--- src/drive_seq_params.svh ---
// Constants of the run/stop sequencer: register offsets, field positions, reset values, timing.
// Assumes a 50 MHz core clock and an APB bus with 32-bit data.
// Behaviour
// - Spindle and brush drives start only with switch on, stop light off, interlock made and temperature good.
// - The start waits for the spindle up-speed report, then sets the up-to-speed flag.
// - In high track density mode the start also waits for the brush sweep to finish.
// - After a ten second delay the target is loaded with zero and the position counter forced to one.
// - If address clear is not true, the carriage first moves forward through zero.
// - The first seek enables the power amplifier and drives the carriage back toward track zero.
// - At the zero position the next track pulse clears the position counter.
// - At zero with the positioner settled the drive becomes operational and ready lights.
// - Writing and edge erase are enabled only with write enable and seek complete, else inhibited.
// - While writing, reduced current is chosen at or above the inner-zone cylinder threshold.
// - Read data go through the discriminator when fitted, otherwise straight to the interface.
// - Switch off while running drops ready, clears up-to-speed and returns the carriage home.
// - After a ten second stop delay the stop light comes on and the latch releases.
// - Switch off applies the dynamic brake for twelve seconds.
// - The position counter counts down toward higher tracks and up toward lower tracks.
`ifndef DRIVE_SEQ_PARAMS_SVH
`define DRIVE_SEQ_PARAMS_SVH
`define CORE_CLK_HZ 50000000
`define SEQ_DELAY_S 4'ha
`define BRAKE_TIME_S 4'hc
`define INNER_ZONE_HIGH 9'h100
`define INNER_ZONE_LOW 9'h080
`define REG_CTRL 12'h000
`define REG_STATUS 12'h004
`define REG_IRQ_STAT 12'h008
`define REG_IRQ_MASK 12'h00c
`define REG_TARGET 12'h010
`define CTRL_HIGH_DENSITY 0
`define CTRL_DISC_FITTED 1
`define CTRL_RESET 2'h0
`define IRQ_READY 0
`define IRQ_STOPPED 1
`define IRQ_BRAKE_END 2
`define STATUS_READY 4
`define STATUS_UPSPEED 5
`define STATUS_BRAKE 6
`define STATUS_STOP_LIGHT 7
`define STATUS_CYL_LSB 16
`endif

--- src/drive_seq_pkg.sv ---
// Types shared by the run/stop sequencer.
// Assumes nothing beyond a SystemVerilog compiler.
`default_nettype none
package drive_seq_pkg;
  typedef enum logic [3:0] {
    ST_IDLE   = 4'h0,
    ST_SPINUP = 4'h1,
    ST_BRUSH  = 4'h2,
    ST_DELAY  = 4'h3,
    ST_LOAD   = 4'h4,
    ST_FWD    = 4'h5,
    ST_REV    = 4'h6,
    ST_ZERO   = 4'h7,
    ST_POS    = 4'h8,
    ST_READY  = 4'h9,
    ST_STOP   = 4'ha
  } seq_state_t;
endpackage : drive_seq_pkg
`default_nettype wire

--- src/disk_drive_run_stop_sequencer.sv ---
// Run/stop sequencer of a cartridge disk drive with an APB register file.
// Assumes all drive and controller pins are asynchronous to core_clk.
//
// Design decisions made here: the APB interface to the registers and the register offsets.
`timescale 1ns/1ps
`default_nettype none
`include "drive_seq_params.svh"
module disk_drive_run_stop_sequencer #(
  parameter int TICKS_PER_SEC = `CORE_CLK_HZ
) (
  input wire logic core_clk,
  input wire logic resetn,
  input wire logic psel,
  input wire logic penable,
  input wire logic pwrite,
  input wire logic [11:0] paddr,
  input wire logic [31:0] pwdata,
  output logic [31:0] prdata,
  output logic pready,
  output logic pslverr,
  output logic irq,
  input wire logic motor_switch,
  input wire logic cartridge_interlock,
  input wire logic temp_ok,
  input wire logic spindle_upspeed,
  input wire logic brush_cycle_done,
  input wire logic addr_clear,
  input wire logic at_zero,
  input wire logic positioner_settled,
  input wire logic track_pulse,
  input wire logic track_dir_up,
  input wire logic unit_select,
  input wire logic write_enable,
  input wire logic read_enable,
  input wire logic raw_read_data,
  input wire logic disc_read_data,
  output logic spindle_start_relay,
  output logic brush_start_relay,
  output logic spindle_brake,
  output logic stop_light,
  output logic latch_release,
  output logic ready_light,
  output logic up_to_speed,
  output logic power_amp_enable,
  output logic carriage_fwd,
  output logic carriage_rev,
  output logic write_gate,
  output logic erase_gate,
  output logic write_current_low,
  output logic disc_in_data,
  output logic read_data_out
);
  //////////////////////////////////////////////////////////////////////////////
  // Input synchronisers.
  logic [14:0] pin_raw;
  logic [14:0] sync1_reg;
  logic [14:0] sync2_reg;
  logic sw_on, interlock, temp, upspeed, brush_done, clr_ok, zero, settled;
  logic trk, trk_up, usel, wr_en, rd_en, raw_rd, disc_rd;
  logic trk_prev_reg;
  logic trk_edge;

  assign pin_raw = {disc_read_data, raw_read_data, read_enable, write_enable, unit_select,
                    track_dir_up, track_pulse, positioner_settled, at_zero, addr_clear,
                    brush_cycle_done, spindle_upspeed, temp_ok, cartridge_interlock,
                    motor_switch};

  // Two stages for every pin; only the second stage feeds logic.
  always_ff @(posedge core_clk or negedge resetn) begin
    if (!resetn) begin
      sync1_reg <= 15'h0;
      sync2_reg <= 15'h0;
    end else begin
      sync1_reg <= pin_raw;
      sync2_reg <= sync1_reg;
    end
  end

  assign {disc_rd, raw_rd, rd_en, wr_en, usel, trk_up, trk, settled, zero, clr_ok,
          brush_done, upspeed, temp, interlock, sw_on} = sync2_reg;

  // Track pulses are counted on their rising edge.
  always_ff @(posedge core_clk or negedge resetn) begin
    if (!resetn) begin
      trk_prev_reg <= 1'b0;
    end else begin
      trk_prev_reg <= trk;
    end
  end
  assign trk_edge = trk && !trk_prev_reg;

  //////////////////////////////////////////////////////////////////////////////
  // Configuration, timers and state.
  drive_seq_pkg::seq_state_t state_reg;
  drive_seq_pkg::seq_state_t state_next;
  logic [1:0] ctrl_reg;
  logic [8:0] cyl_reg;
  logic [8:0] target_reg;
  logic stop_light_reg;
  logic start_ok;
  logic running;
  logic seq_start, seq_done, seq_busy;
  logic brake_start, brake_done, brake_busy;
  logic seek_complete;

  assign running = (state_reg != drive_seq_pkg::ST_IDLE) &&
                   (state_reg != drive_seq_pkg::ST_STOP);
  assign start_ok = sw_on && !stop_light_reg && interlock && temp;
  assign seq_start = (state_next == drive_seq_pkg::ST_DELAY ||
                      state_next == drive_seq_pkg::ST_STOP) && state_next != state_reg;
  assign brake_start = (state_next == drive_seq_pkg::ST_STOP) && running;
  assign seek_complete = (state_reg == drive_seq_pkg::ST_READY) && settled;

  second_timer #(.TICKS_PER_SEC(TICKS_PER_SEC)) u_seq_timer (
    .core_clk(core_clk),
    .resetn(resetn),
    .start(seq_start),
    .cancel(1'b0),
    .seconds(`SEQ_DELAY_S),
    .busy_reg(seq_busy),
    .done_reg(seq_done)
  );

  second_timer #(.TICKS_PER_SEC(TICKS_PER_SEC)) u_brake_timer (
    .core_clk(core_clk),
    .resetn(resetn),
    .start(brake_start),
    .cancel(1'b0),
    .seconds(`BRAKE_TIME_S),
    .busy_reg(brake_busy),
    .done_reg(brake_done)
  );

  // Sequence steps; switch off in any running step leads to the stop path.
  always_comb begin
    state_next = state_reg;
    unique case (state_reg)
      drive_seq_pkg::ST_IDLE: if (start_ok) state_next = drive_seq_pkg::ST_SPINUP;
      drive_seq_pkg::ST_SPINUP: begin
        if (upspeed) begin
          state_next = ctrl_reg[`CTRL_HIGH_DENSITY] ? drive_seq_pkg::ST_BRUSH
                                                     : drive_seq_pkg::ST_DELAY;
        end
      end
      drive_seq_pkg::ST_BRUSH: if (brush_done) state_next = drive_seq_pkg::ST_DELAY;
      drive_seq_pkg::ST_DELAY: if (seq_done) state_next = drive_seq_pkg::ST_LOAD;
      drive_seq_pkg::ST_LOAD: begin
        state_next = clr_ok ? drive_seq_pkg::ST_REV : drive_seq_pkg::ST_FWD;
      end
      drive_seq_pkg::ST_FWD: if (clr_ok) state_next = drive_seq_pkg::ST_REV;
      drive_seq_pkg::ST_REV: if (zero) state_next = drive_seq_pkg::ST_ZERO;
      drive_seq_pkg::ST_ZERO: if (trk_edge) state_next = drive_seq_pkg::ST_POS;
      drive_seq_pkg::ST_POS: if (zero && settled) state_next = drive_seq_pkg::ST_READY;
      drive_seq_pkg::ST_READY: state_next = drive_seq_pkg::ST_READY;
      drive_seq_pkg::ST_STOP: begin
        if (!seq_busy && zero) state_next = drive_seq_pkg::ST_IDLE;
      end
      default: state_next = drive_seq_pkg::ST_IDLE;
    endcase
    if (running && !sw_on) begin
      state_next = drive_seq_pkg::ST_STOP;
    end
  end

  // Reset always returns the sequence to idle.
  always_ff @(posedge core_clk or negedge resetn) begin
    if (!resetn) begin
      state_reg <= drive_seq_pkg::ST_IDLE;
    end else begin
      state_reg <= state_next;
    end
  end

  // Stop light is on out of reset; it goes out on the switch and returns after the stop delay.
  always_ff @(posedge core_clk or negedge resetn) begin
    if (!resetn) begin
      stop_light_reg <= 1'b1;
    end else if (state_reg == drive_seq_pkg::ST_IDLE && sw_on) begin
      stop_light_reg <= 1'b0;
    end else if (state_reg == drive_seq_pkg::ST_STOP && state_next == drive_seq_pkg::ST_IDLE) begin
      stop_light_reg <= 1'b1;
    end
  end

  //////////////////////////////////////////////////////////////////////////////
  // Cylinder position and target.
  // A forced load wins over counting; a pulse at the forced edge is lost on purpose.
  always_ff @(posedge core_clk or negedge resetn) begin
    if (!resetn) begin
      cyl_reg <= 9'h0;
      target_reg <= 9'h0;
    end else if (state_reg == drive_seq_pkg::ST_LOAD) begin
      cyl_reg <= 9'h001;
      target_reg <= 9'h0;
    end else if (state_reg == drive_seq_pkg::ST_ZERO && trk_edge) begin
      cyl_reg <= 9'h0;
    end else if (trk_edge) begin
      cyl_reg <= trk_up ? cyl_reg - 9'h001 : cyl_reg + 9'h001;
    end
  end

  //////////////////////////////////////////////////////////////////////////////
  // Drive, carriage and indicator outputs, one cycle behind the state.
  always_ff @(posedge core_clk or negedge resetn) begin
    if (!resetn) begin
      spindle_start_relay <= 1'b0;
      brush_start_relay <= 1'b0;
      up_to_speed <= 1'b0;
      ready_light <= 1'b0;
      power_amp_enable <= 1'b0;
      carriage_fwd <= 1'b0;
      carriage_rev <= 1'b0;
      spindle_brake <= 1'b0;
      stop_light <= 1'b1;
      latch_release <= 1'b1;
    end else begin
      spindle_start_relay <= running;
      brush_start_relay <= running && ctrl_reg[`CTRL_HIGH_DENSITY];
      up_to_speed <= running && state_reg != drive_seq_pkg::ST_SPINUP;
      ready_light <= state_reg == drive_seq_pkg::ST_READY;
      power_amp_enable <= state_reg == drive_seq_pkg::ST_FWD ||
                          state_reg == drive_seq_pkg::ST_REV ||
                          state_reg == drive_seq_pkg::ST_ZERO ||
                          state_reg == drive_seq_pkg::ST_POS ||
                          state_reg == drive_seq_pkg::ST_READY ||
                          (state_reg == drive_seq_pkg::ST_STOP && !zero);
      carriage_fwd <= state_reg == drive_seq_pkg::ST_FWD;
      carriage_rev <= state_reg == drive_seq_pkg::ST_REV ||
                      (state_reg == drive_seq_pkg::ST_STOP && !zero);
      spindle_brake <= brake_busy;
      stop_light <= stop_light_reg;
      latch_release <= stop_light_reg;
    end
  end

  //////////////////////////////////////////////////////////////////////////////
  // Write and read data paths; writing is inhibited unless every gate is true.
  always_ff @(posedge core_clk or negedge resetn) begin
    if (!resetn) begin
      write_gate <= 1'b0;
      erase_gate <= 1'b0;
      write_current_low <= 1'b0;
      disc_in_data <= 1'b0;
      read_data_out <= 1'b0;
    end else begin
      write_gate <= usel && wr_en && seek_complete;
      erase_gate <= usel && wr_en && seek_complete;
      write_current_low <= usel && wr_en && seek_complete &&
                           (cyl_reg >= (ctrl_reg[`CTRL_HIGH_DENSITY] ? `INNER_ZONE_HIGH
                                                                     : `INNER_ZONE_LOW));
      disc_in_data <= usel && rd_en && ctrl_reg[`CTRL_DISC_FITTED] && raw_rd;
      read_data_out <= usel && rd_en &&
                       (ctrl_reg[`CTRL_DISC_FITTED] ? disc_rd : raw_rd);
    end
  end

  //////////////////////////////////////////////////////////////////////////////
  // APB slave: zero wait states, data and error decided in the setup cycle.
  logic [2:0] irq_stat_reg;
  logic [2:0] irq_mask_reg;
  logic [2:0] irq_event;
  logic wr_access;
  logic setup;
  logic [31:0] rd_value;
  logic rd_hit;

  assign setup = psel && !penable;
  assign wr_access = psel && penable && pready && pwrite;
  assign irq_event = {brake_done,
                      state_reg == drive_seq_pkg::ST_STOP && state_next == drive_seq_pkg::ST_IDLE,
                      state_reg != drive_seq_pkg::ST_READY &&
                      state_next == drive_seq_pkg::ST_READY};

  // Read mux for the addressed word.
  always_comb begin
    rd_value = 32'h0;
    rd_hit = 1'b1;
    unique case (paddr)
      `REG_CTRL: rd_value = {30'h0, ctrl_reg};
      `REG_STATUS: begin
        rd_value[3:0] = state_reg;
        rd_value[`STATUS_READY] = ready_light;
        rd_value[`STATUS_UPSPEED] = up_to_speed;
        rd_value[`STATUS_BRAKE] = spindle_brake;
        rd_value[`STATUS_STOP_LIGHT] = stop_light_reg;
        rd_value[`STATUS_CYL_LSB +: 9] = cyl_reg;
      end
      `REG_IRQ_STAT: rd_value = {29'h0, irq_stat_reg};
      `REG_IRQ_MASK: rd_value = {29'h0, irq_mask_reg};
      `REG_TARGET: rd_value = {23'h0, target_reg};
      default: rd_hit = 1'b0;
    endcase
  end

  // Bus answer registers; pready stays high once out of reset.
  always_ff @(posedge core_clk or negedge resetn) begin
    if (!resetn) begin
      prdata <= 32'h0;
      pready <= 1'b0;
      pslverr <= 1'b0;
    end else begin
      pready <= 1'b1;
      if (setup) begin
        prdata <= pwrite ? 32'h0 : rd_value;
        pslverr <= !rd_hit;
      end
    end
  end

  // Writable configuration; the status and target words ignore writes.
  always_ff @(posedge core_clk or negedge resetn) begin
    if (!resetn) begin
      ctrl_reg <= `CTRL_RESET;
      irq_mask_reg <= 3'h0;
    end else if (wr_access && paddr == `REG_CTRL) begin
      ctrl_reg <= pwdata[1:0];
    end else if (wr_access && paddr == `REG_IRQ_MASK) begin
      irq_mask_reg <= pwdata[2:0];
    end
  end

  // Sticky events; a new event in the clearing cycle is kept.
  always_ff @(posedge core_clk or negedge resetn) begin
    if (!resetn) begin
      irq_stat_reg <= 3'h0;
      irq <= 1'b0;
    end else begin
      if (wr_access && paddr == `REG_IRQ_STAT) begin
        irq_stat_reg <= (irq_stat_reg & ~pwdata[2:0]) | irq_event;
      end else begin
        irq_stat_reg <= irq_stat_reg | irq_event;
      end
      irq <= |(irq_stat_reg & irq_mask_reg);
    end
  end

  //////////////////////////////////////////////////////////////////////////////
  // Checks.
  chk_spindle_start: assert property (@(posedge core_clk) disable iff (!resetn)
    $rose(spindle_start_relay) |-> $past(start_ok, 2))
    else $error("spindle started without start conditions");
  chk_upspeed_hold: assert property (@(posedge core_clk) disable iff (!resetn)
    state_reg == drive_seq_pkg::ST_SPINUP && !upspeed |=> !up_to_speed)
    else $error("up-to-speed set before up-speed report");
  chk_brush_skip: assert property (@(posedge core_clk) disable iff (!resetn)
    state_reg == drive_seq_pkg::ST_SPINUP && upspeed && sw_on &&
    !ctrl_reg[`CTRL_HIGH_DENSITY] |=> state_reg == drive_seq_pkg::ST_DELAY)
    else $error("brush wait taken in low density mode");
  chk_load_zero: assert property (@(posedge core_clk) disable iff (!resetn)
    state_reg == drive_seq_pkg::ST_LOAD |=> cyl_reg == 9'h001 && target_reg == 9'h0)
    else $error("homing load wrong");
  chk_fwd_first: assert property (@(posedge core_clk) disable iff (!resetn)
    state_reg == drive_seq_pkg::ST_LOAD && !clr_ok && sw_on |=> ##1 carriage_fwd)
    else $error("carriage not moved forward through zero");
  chk_rev_drive: assert property (@(posedge core_clk) disable iff (!resetn)
    state_reg == drive_seq_pkg::ST_REV |=> carriage_rev && power_amp_enable)
    else $error("homing move not driven");
  chk_zero_clear: assert property (@(posedge core_clk) disable iff (!resetn)
    state_reg == drive_seq_pkg::ST_ZERO && trk_edge |=> cyl_reg == 9'h0)
    else $error("counter not cleared at zero");
  chk_ready_on: assert property (@(posedge core_clk) disable iff (!resetn)
    state_reg == drive_seq_pkg::ST_POS && zero && settled && sw_on |=> ##1 ready_light)
    else $error("ready not raised");
  chk_write_gate: assert property (@(posedge core_clk) disable iff (!resetn)
    write_gate |-> $past(wr_en && seek_complete && usel))
    else $error("write gated without enable and seek complete");
  chk_stop_drop: assert property (@(posedge core_clk) disable iff (!resetn)
    state_reg == drive_seq_pkg::ST_READY && !sw_on |=> ##1 !ready_light && !up_to_speed)
    else $error("ready kept after switch off");
endmodule : disk_drive_run_stop_sequencer
`default_nettype wire

--- src/second_timer.sv ---
// Seconds down-counter fed by a prescaled one-second tick.
// Assumes start is a one-cycle pulse from logic on the same clock.
`timescale 1ns/1ps
`default_nettype none
module second_timer #(
  parameter int TICKS_PER_SEC = 50000000
) (
  input wire logic core_clk,
  input wire logic resetn,
  input wire logic start,
  input wire logic cancel,
  input wire logic [3:0] seconds,
  output logic busy_reg,
  output logic done_reg
);
  logic [31:0] pre_reg;
  logic [3:0] secs_reg;
  logic tick;

  // The prescaler restarts on every start so the first second is whole.
  assign tick = (pre_reg == 32'(TICKS_PER_SEC - 1));

  always_ff @(posedge core_clk or negedge resetn) begin
    if (!resetn) begin
      pre_reg <= 32'h0;
    end else if (start || tick || !busy_reg) begin
      pre_reg <= 32'h0;
    end else begin
      pre_reg <= pre_reg + 32'h1;
    end
  end

  // Count whole seconds; done pulses once as the last second ends.
  always_ff @(posedge core_clk or negedge resetn) begin
    if (!resetn) begin
      secs_reg <= 4'h0;
      busy_reg <= 1'b0;
      done_reg <= 1'b0;
    end else begin
      done_reg <= 1'b0;
      if (start) begin
        secs_reg <= seconds;
        busy_reg <= (seconds != 4'h0);
      end else if (cancel) begin
        busy_reg <= 1'b0;
      end else if (busy_reg && tick) begin
        secs_reg <= secs_reg - 4'h1;
        if (secs_reg == 4'h1) begin
          busy_reg <= 1'b0;
          done_reg <= 1'b1;
        end
      end
    end
  end
endmodule : second_timer
`default_nettype wire

--- config.mk ---
export PLATFORM = sky130hd
export DESIGN_NAME = disk_drive_run_stop_sequencer
export DESIGN_NICKNAME = d
export VERILOG_FILES = /design/src/drive_seq_pkg.sv /design/src/disk_drive_run_stop_sequencer.sv /design/src/second_timer.sv
export VERILOG_INCLUDE_DIRS = /design/src
export SDC_FILE = /design/constraint.sdc
export NUM_CORES = 1
export LEC_CHECK = 0
export BUFFER_PORTS_ARGS = -buffer_cell sky130_fd_sc_hd__clkbuf_2
export CAP_MARGIN = 10
export CORE_UTILIZATION = 57
export CTS_CLUSTER_SIZE = 12
export DETAILED_ROUTE_END_ITERATION = 7
export GPL_TIMING_DRIVEN = 0
export PLACE_DENSITY = 0.8
export SYNTH_ARGS = -nofsm -noshare
export SYNTH_HDL_FRONTEND = slang
export SYNTH_HIERARCHICAL = 1
export SYNTH_SLANG_ARGS = --single-unit
--- constraint.sdc ---
create_clock -name core_clk -period 3.43 [get_ports core_clk]
set_input_delay 0.343 -clock core_clk [delete_from_list [all_inputs] [get_ports core_clk]]
set_output_delay 0.343 -clock core_clk [all_outputs]
set_load 0.02 [all_outputs]
==> results of run 1 <==
synthesized netlist by cell type (all sizes together) (3+ instances only):
library cell,n
buf,27
nand3,27
or2,3
o31ai,3
o211ai,3
nor4,13
a31oi,3
o21ai,21
dfrtp,160
clkbuf,18
nor2,102
nand3b,4
nor2b,10
inv,28
nor3b,5
a21o,5
mux2i,3
a211o,4
or3,6
ha,15
o41ai,4
or4,11
and3,7
nand4,16
a21oi,16
nand2,52
and4,9
xor2,17
nand2b,14
xnor2,47
o21bai,5
a22o,18
mux2,6
nor3,26
logic make-up (layout without fill, tap and decap cells):
group | count (synthesis) | after routing
buffers and inverters | 73 | 175
muxes | 11 | 11
DFF | 162 | 162
xor gates and xnor gates | 64 | 64
other | 2 | 38
adders and majority gates | 16 | 16
and+or+nand+nor | 314 | 314
AOI/OAI and AO/OA | 97 | 97
repair_timing:
action | in CTS | in global routing
hold endpoints to repair | 79 | 0
gates resized for setup | 0 | 2
endpoints found under the setup margin | 0 | 21
hold buffers | 1 | 0
final cells by class:
class / count / area, sq um / share of cell area
buffer: 45 / 274 / 0.0302
tap: 176 / 220 / 0.0242
clock inverter: 14 / 130 / 0.0143
multi-input combinational: 540 / 3470 / 0.382
inverter: 28 / 105 / 0.0116
clock buffer: 18 / 439 / 0.0484
timing repair buffer: 70 / 387 / 0.0426
sequential: 162 / 4060 / 0.447
power breakdown:
part | internal [mW] | switching (mW)
clock | 1.02 | 0.784
combinational | 0.637 | 0.938
sequential | 2.13 | 0.190
through the flow:
stage	std cells	area (sq um)	hold WS, ns
after floorplan	775	7890	0.0474
after global placement	1019	8450	0.333
after detailed placement	1020	8490	0.336
after CTS	1053	9070	0.00927
after global routing	1053	9080	0.00336
final	1053	9080	0.0174
worst paths after layout:
kind	from	endpoint	slack, ns	depth (start not counted)
worst min register to register	sync1_reg[6]	sync2_reg[6]	0.35	0
worst max register to register	state_reg[3]	u_seq_timer/pre_reg[29]	0.27	11
worst min-delay path	track_dir_up	sync1_reg[9]	0.02	1
max in group asynchronous	resetn	u_brake_timer/pre_reg[26]	2.13	3
min in group asynchronous	resetn	prdata[20]	0.50	2
worst max-delay path	state_reg[3]	u_seq_timer/pre_reg[29]	0.27	11
layout by cell type (no fill, tap or decap), types with 17 or more instances in the layout:
master	n
sky130_fd_sc_hd__buf_4	17
sky130_fd_sc_hd__nor3_1	26
sky130_fd_sc_hd__o21ai_0	21
sky130_fd_sc_hd__inv_1	28
sky130_fd_sc_hd__dfrtp_1	160
sky130_fd_sc_hd__clkbuf_1	18
sky130_fd_sc_hd__nand2_1	52
sky130_fd_sc_hd__clkbuf_16	17
sky130_fd_sc_hd__xor2_1	17
sky130_fd_sc_hd__nor2_1	102
sky130_fd_sc_hd__nand3_1	27
sky130_fd_sc_hd__clkbuf_2	67
sky130_fd_sc_hd__conb_1	38
sky130_fd_sc_hd__xnor2_1	47
worst max-delay path, cell delays in order, from the launching register on:
cell,delay [ns]
sky130_fd_sc_hd__dfrtp_1,0.40
sky130_fd_sc_hd__buf_1,0.43
sky130_fd_sc_hd__nor2b_1,0.24
sky130_fd_sc_hd__nand3_1,0.12
sky130_fd_sc_hd__o21ai_0,0.20
sky130_fd_sc_hd__o21ba_2,0.24
sky130_fd_sc_hd__o41ai_2,0.43
sky130_fd_sc_hd__nand2b_1,0.16
sky130_fd_sc_hd__clkbuf_1,0.32
sky130_fd_sc_hd__o21bai_4,0.27
sky130_fd_sc_hd__buf_6,0.19
sky130_fd_sc_hd__nor2_1,0.05
per-layer routing:
layer,GRT usage,vias up
met5,0,-
met4,0.0862,0
met3,0.0555,30
met2,0.404,166
met1,0.315,2853
li1,-,2774
==> results.md, run 1 <==
Routing:
- After detailed routing, the wire length on met1 is 6910 um.
- In the routed design, unresolved DRC markers number 0.
- The top routing layer in use is met4.
- After the first detailed-routing iteration, the DRC count stood at 364.
- The count of nets left with antenna violations after detail routing is 0.
- After detailed routing, the number of vias per cell comes to 5.53.
- The total routed wirelength is 16000 um.
- The routed design uses 694 um of met3 wire.
- The number of vias in the routed layout is 5823.
- Dividing the detail-routed wire length by the instance count gives 15.2 um.
- The first detailed-routing pass took 5 iterations.
- The met2 layer wire length in the routed design is 8120 um.

Clock network:
- The H-tree was split into 4 levels.
- The number of buffers inserted by post-CTS setup repair is 0.
- The number of clock sinks seen by CTS is 162.
- The later-pin clock latency in the skew report is approximately 0.43 ns.
- Counting the buffers created by CTS gives 17.
- The maximum buffer depth of the clock tree is 2.
- CTS placed an instance of sky130_fd_sc_hd__clkbuf_16 at the clock tree root.
- Clock-pin slew was measured on the worst setup and hold paths at 0.06 ns.
- TritonCTS built the clock tree.

Synthesis:
- The number of standard cells after synthesis is between 700 and 800.
- The area of the mapped netlist is 0.00775 sq mm.
- The fraction of the mapped netlist area in compound gates is 0.0934.
- For this run, asynchronously set or reset flops after synthesis account for 1.00.
- The largest family of logic cells by synthesized area is simple AND/OR/NAND/NOR gates.
- The multiplexer area fraction after synthesis is 0.0184.
- The Yosys step of the flow raised 6 warnings.
- The count of cell types in the netlist is 65.
- In the post-synthesis netlist, the biggest area contributors are sky130_fd_sc_hd__dfrtp_1 52%, sky130_fd_sc_hd__xnor2_1 5.3%, sky130_fd_sc_hd__nor2_1 4.9%.
- The average footprint of a synthesized cell is roughly 10 sq um.
- Of the total synthesized cell area, the portion taken by AND, OR, NAND and NOR gates is 0.216.
- Synthesis inferred 162 register bits.
- For this run, the register share of the synthesized area comes to 0.523.
- Of all cell types, the one taking the most synthesized area is sky130_fd_sc_hd__dfrtp_1.
- For this run, the leading register cell type out of synthesis is sky130_fd_sc_hd__dfrtp_1.
- The share of synthesized area in the top cell type comes to 0.516.
- Of the total synthesized cell area, the portion taken by XOR and XNOR cells is 0.0723.
- Of the total synthesized cell area, the portion taken by full adders, half adders and majority gates is 0.0268.
- The count of flip-flops with a built-in enable after synthesis is 0.

Global route:
- The first global-routing pass estimated 27500 um of wire.
- The aggregate global routing overflow is 0.
- The number of global-route vias before repair came to 5768.
- The number of antenna violations at the first check in global routing came to 0.
- The largest net degree at the start of global routing is 83.
- For this run, the total global-route usage over all layers was measured as 0.244.

Timing:
- The total count of max-transition violations in the final report was 0.
- The smallest clock period supported by the final layout is computed as 3.16 ns.
- The total setup violations reported at the end of the flow is 0.
- Across all setup checks in the final design, the least slack found is approximately 0.27 ns.
- The final worst clock skew is 0.00819 ns.
- Measured against its own limit, the worst slew margin works out to 0.554.
- The number of hold violations in the final report is 0.
- Based on the critical path, the design can be clocked at up to 0.316 GHz.
- After routing, the total negative slack on setup checks comes to 0 ns.
- The ratio of final minimum period to clock period is 0.921.
- The slew at the pin closest to its max-slew limit is about 0.67 ns.
- Setup repair after global routing left no endpoint under its margin.

Setup path:
- The critical path is of the register to register type.
- Data on the critical path is required at its endpoint by ~3.8 ns.
- The critical path endpoint category is a register.
- The worst setup path is launched from a register.
- STA puts the critical path data arrival time at ~3.5 ns.
- Of all nets on the critical path, the largest fanout is 10.

Die:
- The region available for standard cell placement spans 0.0132 sq mm.
- The die covers 0.0141 sq mm.
- The y dimension of the die is 119 um.
- The starting utilization of the core area is 0.586.
- approximately 110 I/O pins were placed.
- From left edge to right edge, the die measures 119 um.
- In this run the core area contains 42 standard-cell rows.

Placed design:
- Timing analysis after detailed placement gives a worst setup slack of 0.158 ns.
- The total half-perimeter wirelength after legalization and detailed placement is around 11000 um.
- Port buffering added 68 buffers.
- The routability-driven placement congestion ratio is about 0.94.

Power and ir drop:
- The final total power is roughly 5.7 mW.
- The maximum vdd ir drop is 0.374 mV.
- Power spread over the standard cell area amounts to 628 mW/mm^2.
- Summed over all cells, the static leakage comes to 4.04 nW.

Final layout:
- The number of antenna diodes in the final layout is 0.
- The final-stage net count is 944.
- Of the cells placed in the final design, the portion with a size suffix greater than 1 is 0.190.
- Once layout is complete, the utilization of the core stands at 0.686.
- The fill cell instance count of the final layout is 972.
- The area overhead of the layout relative to synthesis is 17.1%.

Status:
- The flow ran to the end, and the final reports show no timing, DRC or antenna violations.

Flow run:
- The number of maximum-capacitance violations is 0.

Min path:
- The kind of path behind the tightest hold check is primary input to register.
No activity file was read; power rests on OpenSTA's default activity.
==> inputs of run 2 (changes only) <==
CORE_MARGIN = 2   (was not set)
==> run 2 against run 1 <==
Register-to-register slack got worse by 0.03 ns. Maximum frequency decreased by 0.82%. Cell area decreased by 0.14%. Die area increased by 3.4%. Critical path depth decreased by 1. Clock-buffer cell count increased by 2. Sequential share of layout area increased by 0.062 points. Clock power about the same. Via count increased by 1.6%. Sequential power about the same. Critical path type unchanged.
==> results.md, run 2 (synthesis gave the netlist of run 1 again) <==
Min path:
- The path with the worst hold slack has its endpoint at sync1_reg[6].
- The worst min-delay path startpoint is at_zero.
- The kind of path behind the tightest hold check is primary input to register.
- The cell count of the worst hold path was 1 (unchanged).

Die:
- The width of the die is 121 um (+1.7%).
- The starting utilization of the core area is 0.586 (unchanged).
- The number of core rows is 42 (unchanged).
- The y dimension of the die is 121 um (+1.7%).
- The top-level port count is 114 (unchanged).
- The core area is 0.0132 sq mm (unchanged).
- The full die area is 0.0146 sq mm (+3.4%).

Timing:
- The setup slack after layout is 0.244 ns (-0.0261 ns).
- The final critical-path required period is 3.19 ns (+0.0261 ns).
- The final worst clock skew was 0.00809 ns (-0.0000987 ns).
- The ratio of final minimum period to clock period came to 0.929 (+0.00761).
- Setup repair after global routing left no endpoint under its margin.
- The number of hold violations in the final report is 0 (unchanged).
- The worst-case headroom to the max-slew limit is 0.442 (-0.112).
- The total count of max-transition violations in the final report is 0 (unchanged).
- The slew at the pin closest to its max-slew limit is 0.826 ns (+0.157 ns).
- The summed negative setup slack over all endpoints was 0 ns (unchanged).
- The highest attainable clock frequency is 0.314 GHz (-0.82%).
- The total setup violations reported at the end of the flow is 0 (unchanged).

Routing:
- The total routed wirelength came to 16100 um (+0.59%).
- The per-cell via count in the routed design is 5.62 (+1.6%).
- The number of design rule violations left after detail routing is 0 (unchanged).
- The count of nets left with antenna violations after detail routing came to 0 (unchanged).
- The first-pass iteration count of the detailed router was 7 (+2).
- The number of DRC markers in iteration 0 is 416 (+14%).
- The number of vias in the routed layout is 5918 (+1.6%).
- The per-cell routed wire length is 15.3 um (+0.59%).

Global route:
- The all-layer global routing usage is 0.233 (-0.0116).
- The largest net degree at the start of global routing was 91 (+9.6%).
- The layer flagged by global routing as most heavily used is met2.
- The aggregate global routing overflow is 0 (unchanged).
- The met3 capacity usage during global routing is 0.0467 (-0.00880).
- The wire length of the first global-routing pass is 27000 um (-1.7%).
- The met2 routing resource usage after global routing is 0.398 (-0.00664).
- The number of antenna violations at the first check in global routing came to 0 (unchanged).
- The number of global-route vias before repair came to 5797 (+0.50%).
- The met1 layer usage reported by global route is 0.288 (-0.0274).

Placed design:
- The routability-driven placement congestion ratio came to 0.912 (-2.8%).
- The total half-perimeter wirelength after legalization and detailed placement is 11300 um (+0.23%).
- The number of placed instances, taps included came to 1020 (unchanged).
- The number of buffers added on ports came to 68 (unchanged).
- The pre-CTS worst setup slack was 0.231 ns (+0.0727 ns).

Setup path:
- The logic depth of the worst register-to-register path is 10 (-1).
- The worst path arrival time is 3.54 ns (+0.06 ns).
- In this run the critical register-to-register path is captured at u_seq_timer/pre_reg[15].
- The critical setup path kind is register to register.
- The largest fanout of any net on the critical path is 10 (unchanged).
- The worst setup path is captured at a register.
- The endpoint required time on the critical path is 3.78 ns (+0.03 ns).
- The worst register-to-register path begins at state_reg[2].
- The internal reg-to-reg setup slack came to 0.24 ns (-0.03 ns).
- The type of element launching the critical path is a register.

Power and ir drop:
- The clock power share is 0.315 (-0.002).
- The power per unit of standard cell area came to 627 mW/mm^2 (-0.12%).
- The maximum vdd ir drop came to 0.413 mV (+11%).
- The power dissipated by switching net loads is 1.89 mW (-1.2%).
- The internal power summed over all cells is 3.80 mW (+0.23%).
- The switching part of the total was 0.332 (-0.00325).
- The static leakage power is 4.06 nW (+0.33%).
- The sequential cell fraction of total power is 0.408 (about the same).
- The combinational share of power is 0.277 (about the same).

Final layout:
- The top cell types in the final layout, fill and taps aside, are 160 x sky130_fd_sc_hd__dfrtp_1, 102 x sky130_fd_sc_hd__nor2_1, 68 x sky130_fd_sc_hd__clkbuf_2.
- The most frequent standard cell in the layout excluding fill and tap cells is sky130_fd_sc_hd__dfrtp_1.
- The antenna diode count is 0 (unchanged).
- Relative to the synthesized area, the layout overhead comes to 16.9%.
- The fill cell instance count of the final layout is 969 (-0.31%).
- The final-stage net count came to 944 (unchanged).
- The final instance count without filler cells came to 1053 (unchanged).
- The proportion of layout cells with a drive suffix above 1 came to 0.189 (-0.00114).

Clock network:
- The root cell of the clock tree is sky130_fd_sc_hd__clkbuf_16.
- The post-CTS clock slew at the launch and capture registers of the worst setup and hold paths is 0.06 ns (about the same).
- The number of buffers inserted by post-CTS setup repair is 0 (unchanged).
- The CTS tree is yes.
- The maximum buffer depth of the clock tree is 2 (unchanged).
- The number of clock sinks seen by CTS is 162 (unchanged).
- The number of H-tree levels is 4 (unchanged).
- The total CTS buffers is 17 (unchanged).
- The later-pin clock latency in the skew report is 0.42 ns (about the same).

Flow run:
- The number of maximum-capacitance violations is 0 (unchanged).

Status:
- The flow ran to the end, and the final reports show no timing, DRC or antenna violations.
==> run 2: cell types whose count changed in the layout (fill, tap and decap cells not counted), sizes merged <==
cell	delta
clkbuf	+3
buf	-1
inv	-2
clkinvlp	-4
clkinv	+4
==> run 2: layout make-up <==
| class | instances | area (sq um) | share of cell area |
|---|---|---|---|
| Tap cell | 176 | 220 | 0.0243 |
| Sequential cell | 162 | 4060 | 0.447 |
| Clock buffer | 20 | 457 | 0.0504 |
| Timing Repair Buffer | 70 | 387 | 0.0426 |
| Inverter | 28 | 105 | 0.0116 |
| Buffer | 45 | 275 | 0.0304 |
| Multi-Input combinational cell | 540 | 3460 | 0.382 |
| Clock inverter | 12 | 106 | 0.0117 |
==> run 2: routing by layer <==
layer	wire, um	vias up
li1	-	2774
met1	6730	2905
met2	8290	198
met3	736	41
met4	376	0
met5	0	-
==> run 2: worst max path at each step <==
stage                             from                   endpoint  depth (start not counted)
after floorplan           state_reg[1]    u_seq_timer/pre_reg[12]                         10
after global placement          resetn  u_brake_timer/pre_reg[15]                          1
after detailed placement  state_reg[3]    u_seq_timer/pre_reg[14]                         11
after CTS                 state_reg[3]    u_seq_timer/pre_reg[14]                         11
after global routing      state_reg[2]    u_seq_timer/pre_reg[26]                         10
final                     state_reg[2]    u_seq_timer/pre_reg[15]                         10
==> run 2: timing repair <==
action | 4_1_cts | 5_1_grt
gates resized for setup | 0 | 2
hold buffers | 1 | 0
endpoints found under the setup margin | 0 | 22
hold endpoints to repair | 70 | 0
==> run 2: critical path, cell delays in order (launching register included) <==
cell and delay [ns]:
sky130_fd_sc_hd__dfrtp_1 0.34, sky130_fd_sc_hd__clkbuf_1 0.28, sky130_fd_sc_hd__clkbuf_1 0.37, sky130_fd_sc_hd__a221oi_1 0.16
sky130_fd_sc_hd__o41ai_1 0.81, sky130_fd_sc_hd__o41ai_2 0.19, sky130_fd_sc_hd__nand2b_1 0.18, sky130_fd_sc_hd__clkbuf_1 0.21
sky130_fd_sc_hd__o21bai_4 0.29, sky130_fd_sc_hd__buf_6 0.17, sky130_fd_sc_hd__nor2_1 0.11
==> run 2: stage by stage <==
step	utilization	power (mW)	hold WS [ns]	instance area (sq um)
2_1_floorplan	-	3.44	0.0474	7890
3_3_place_gp	0.638	3.78	0.333	8450
3_5_place_dp	0.641	3.88	0.336	8490
4_1_cts	0.684	5.69	0.00510	9060
5_1_grt	0.685	6.00	0.00895	9070
6_report	0.685	5.68	0.0223	9070
==> run 2: power by group through the flow <==
stage | clock network (mW) | registers, mW | logic, mW
finish | 1.79 | 2.32 | 1.57
detailed placement | 0 | 2.35 | 1.53
global route | 1.91 | 2.35 | 1.74
CTS | 1.82 | 2.32 | 1.55
global placement | 0 | 2.33 | 1.45
floorplan | 0 | 2.33 | 1.11
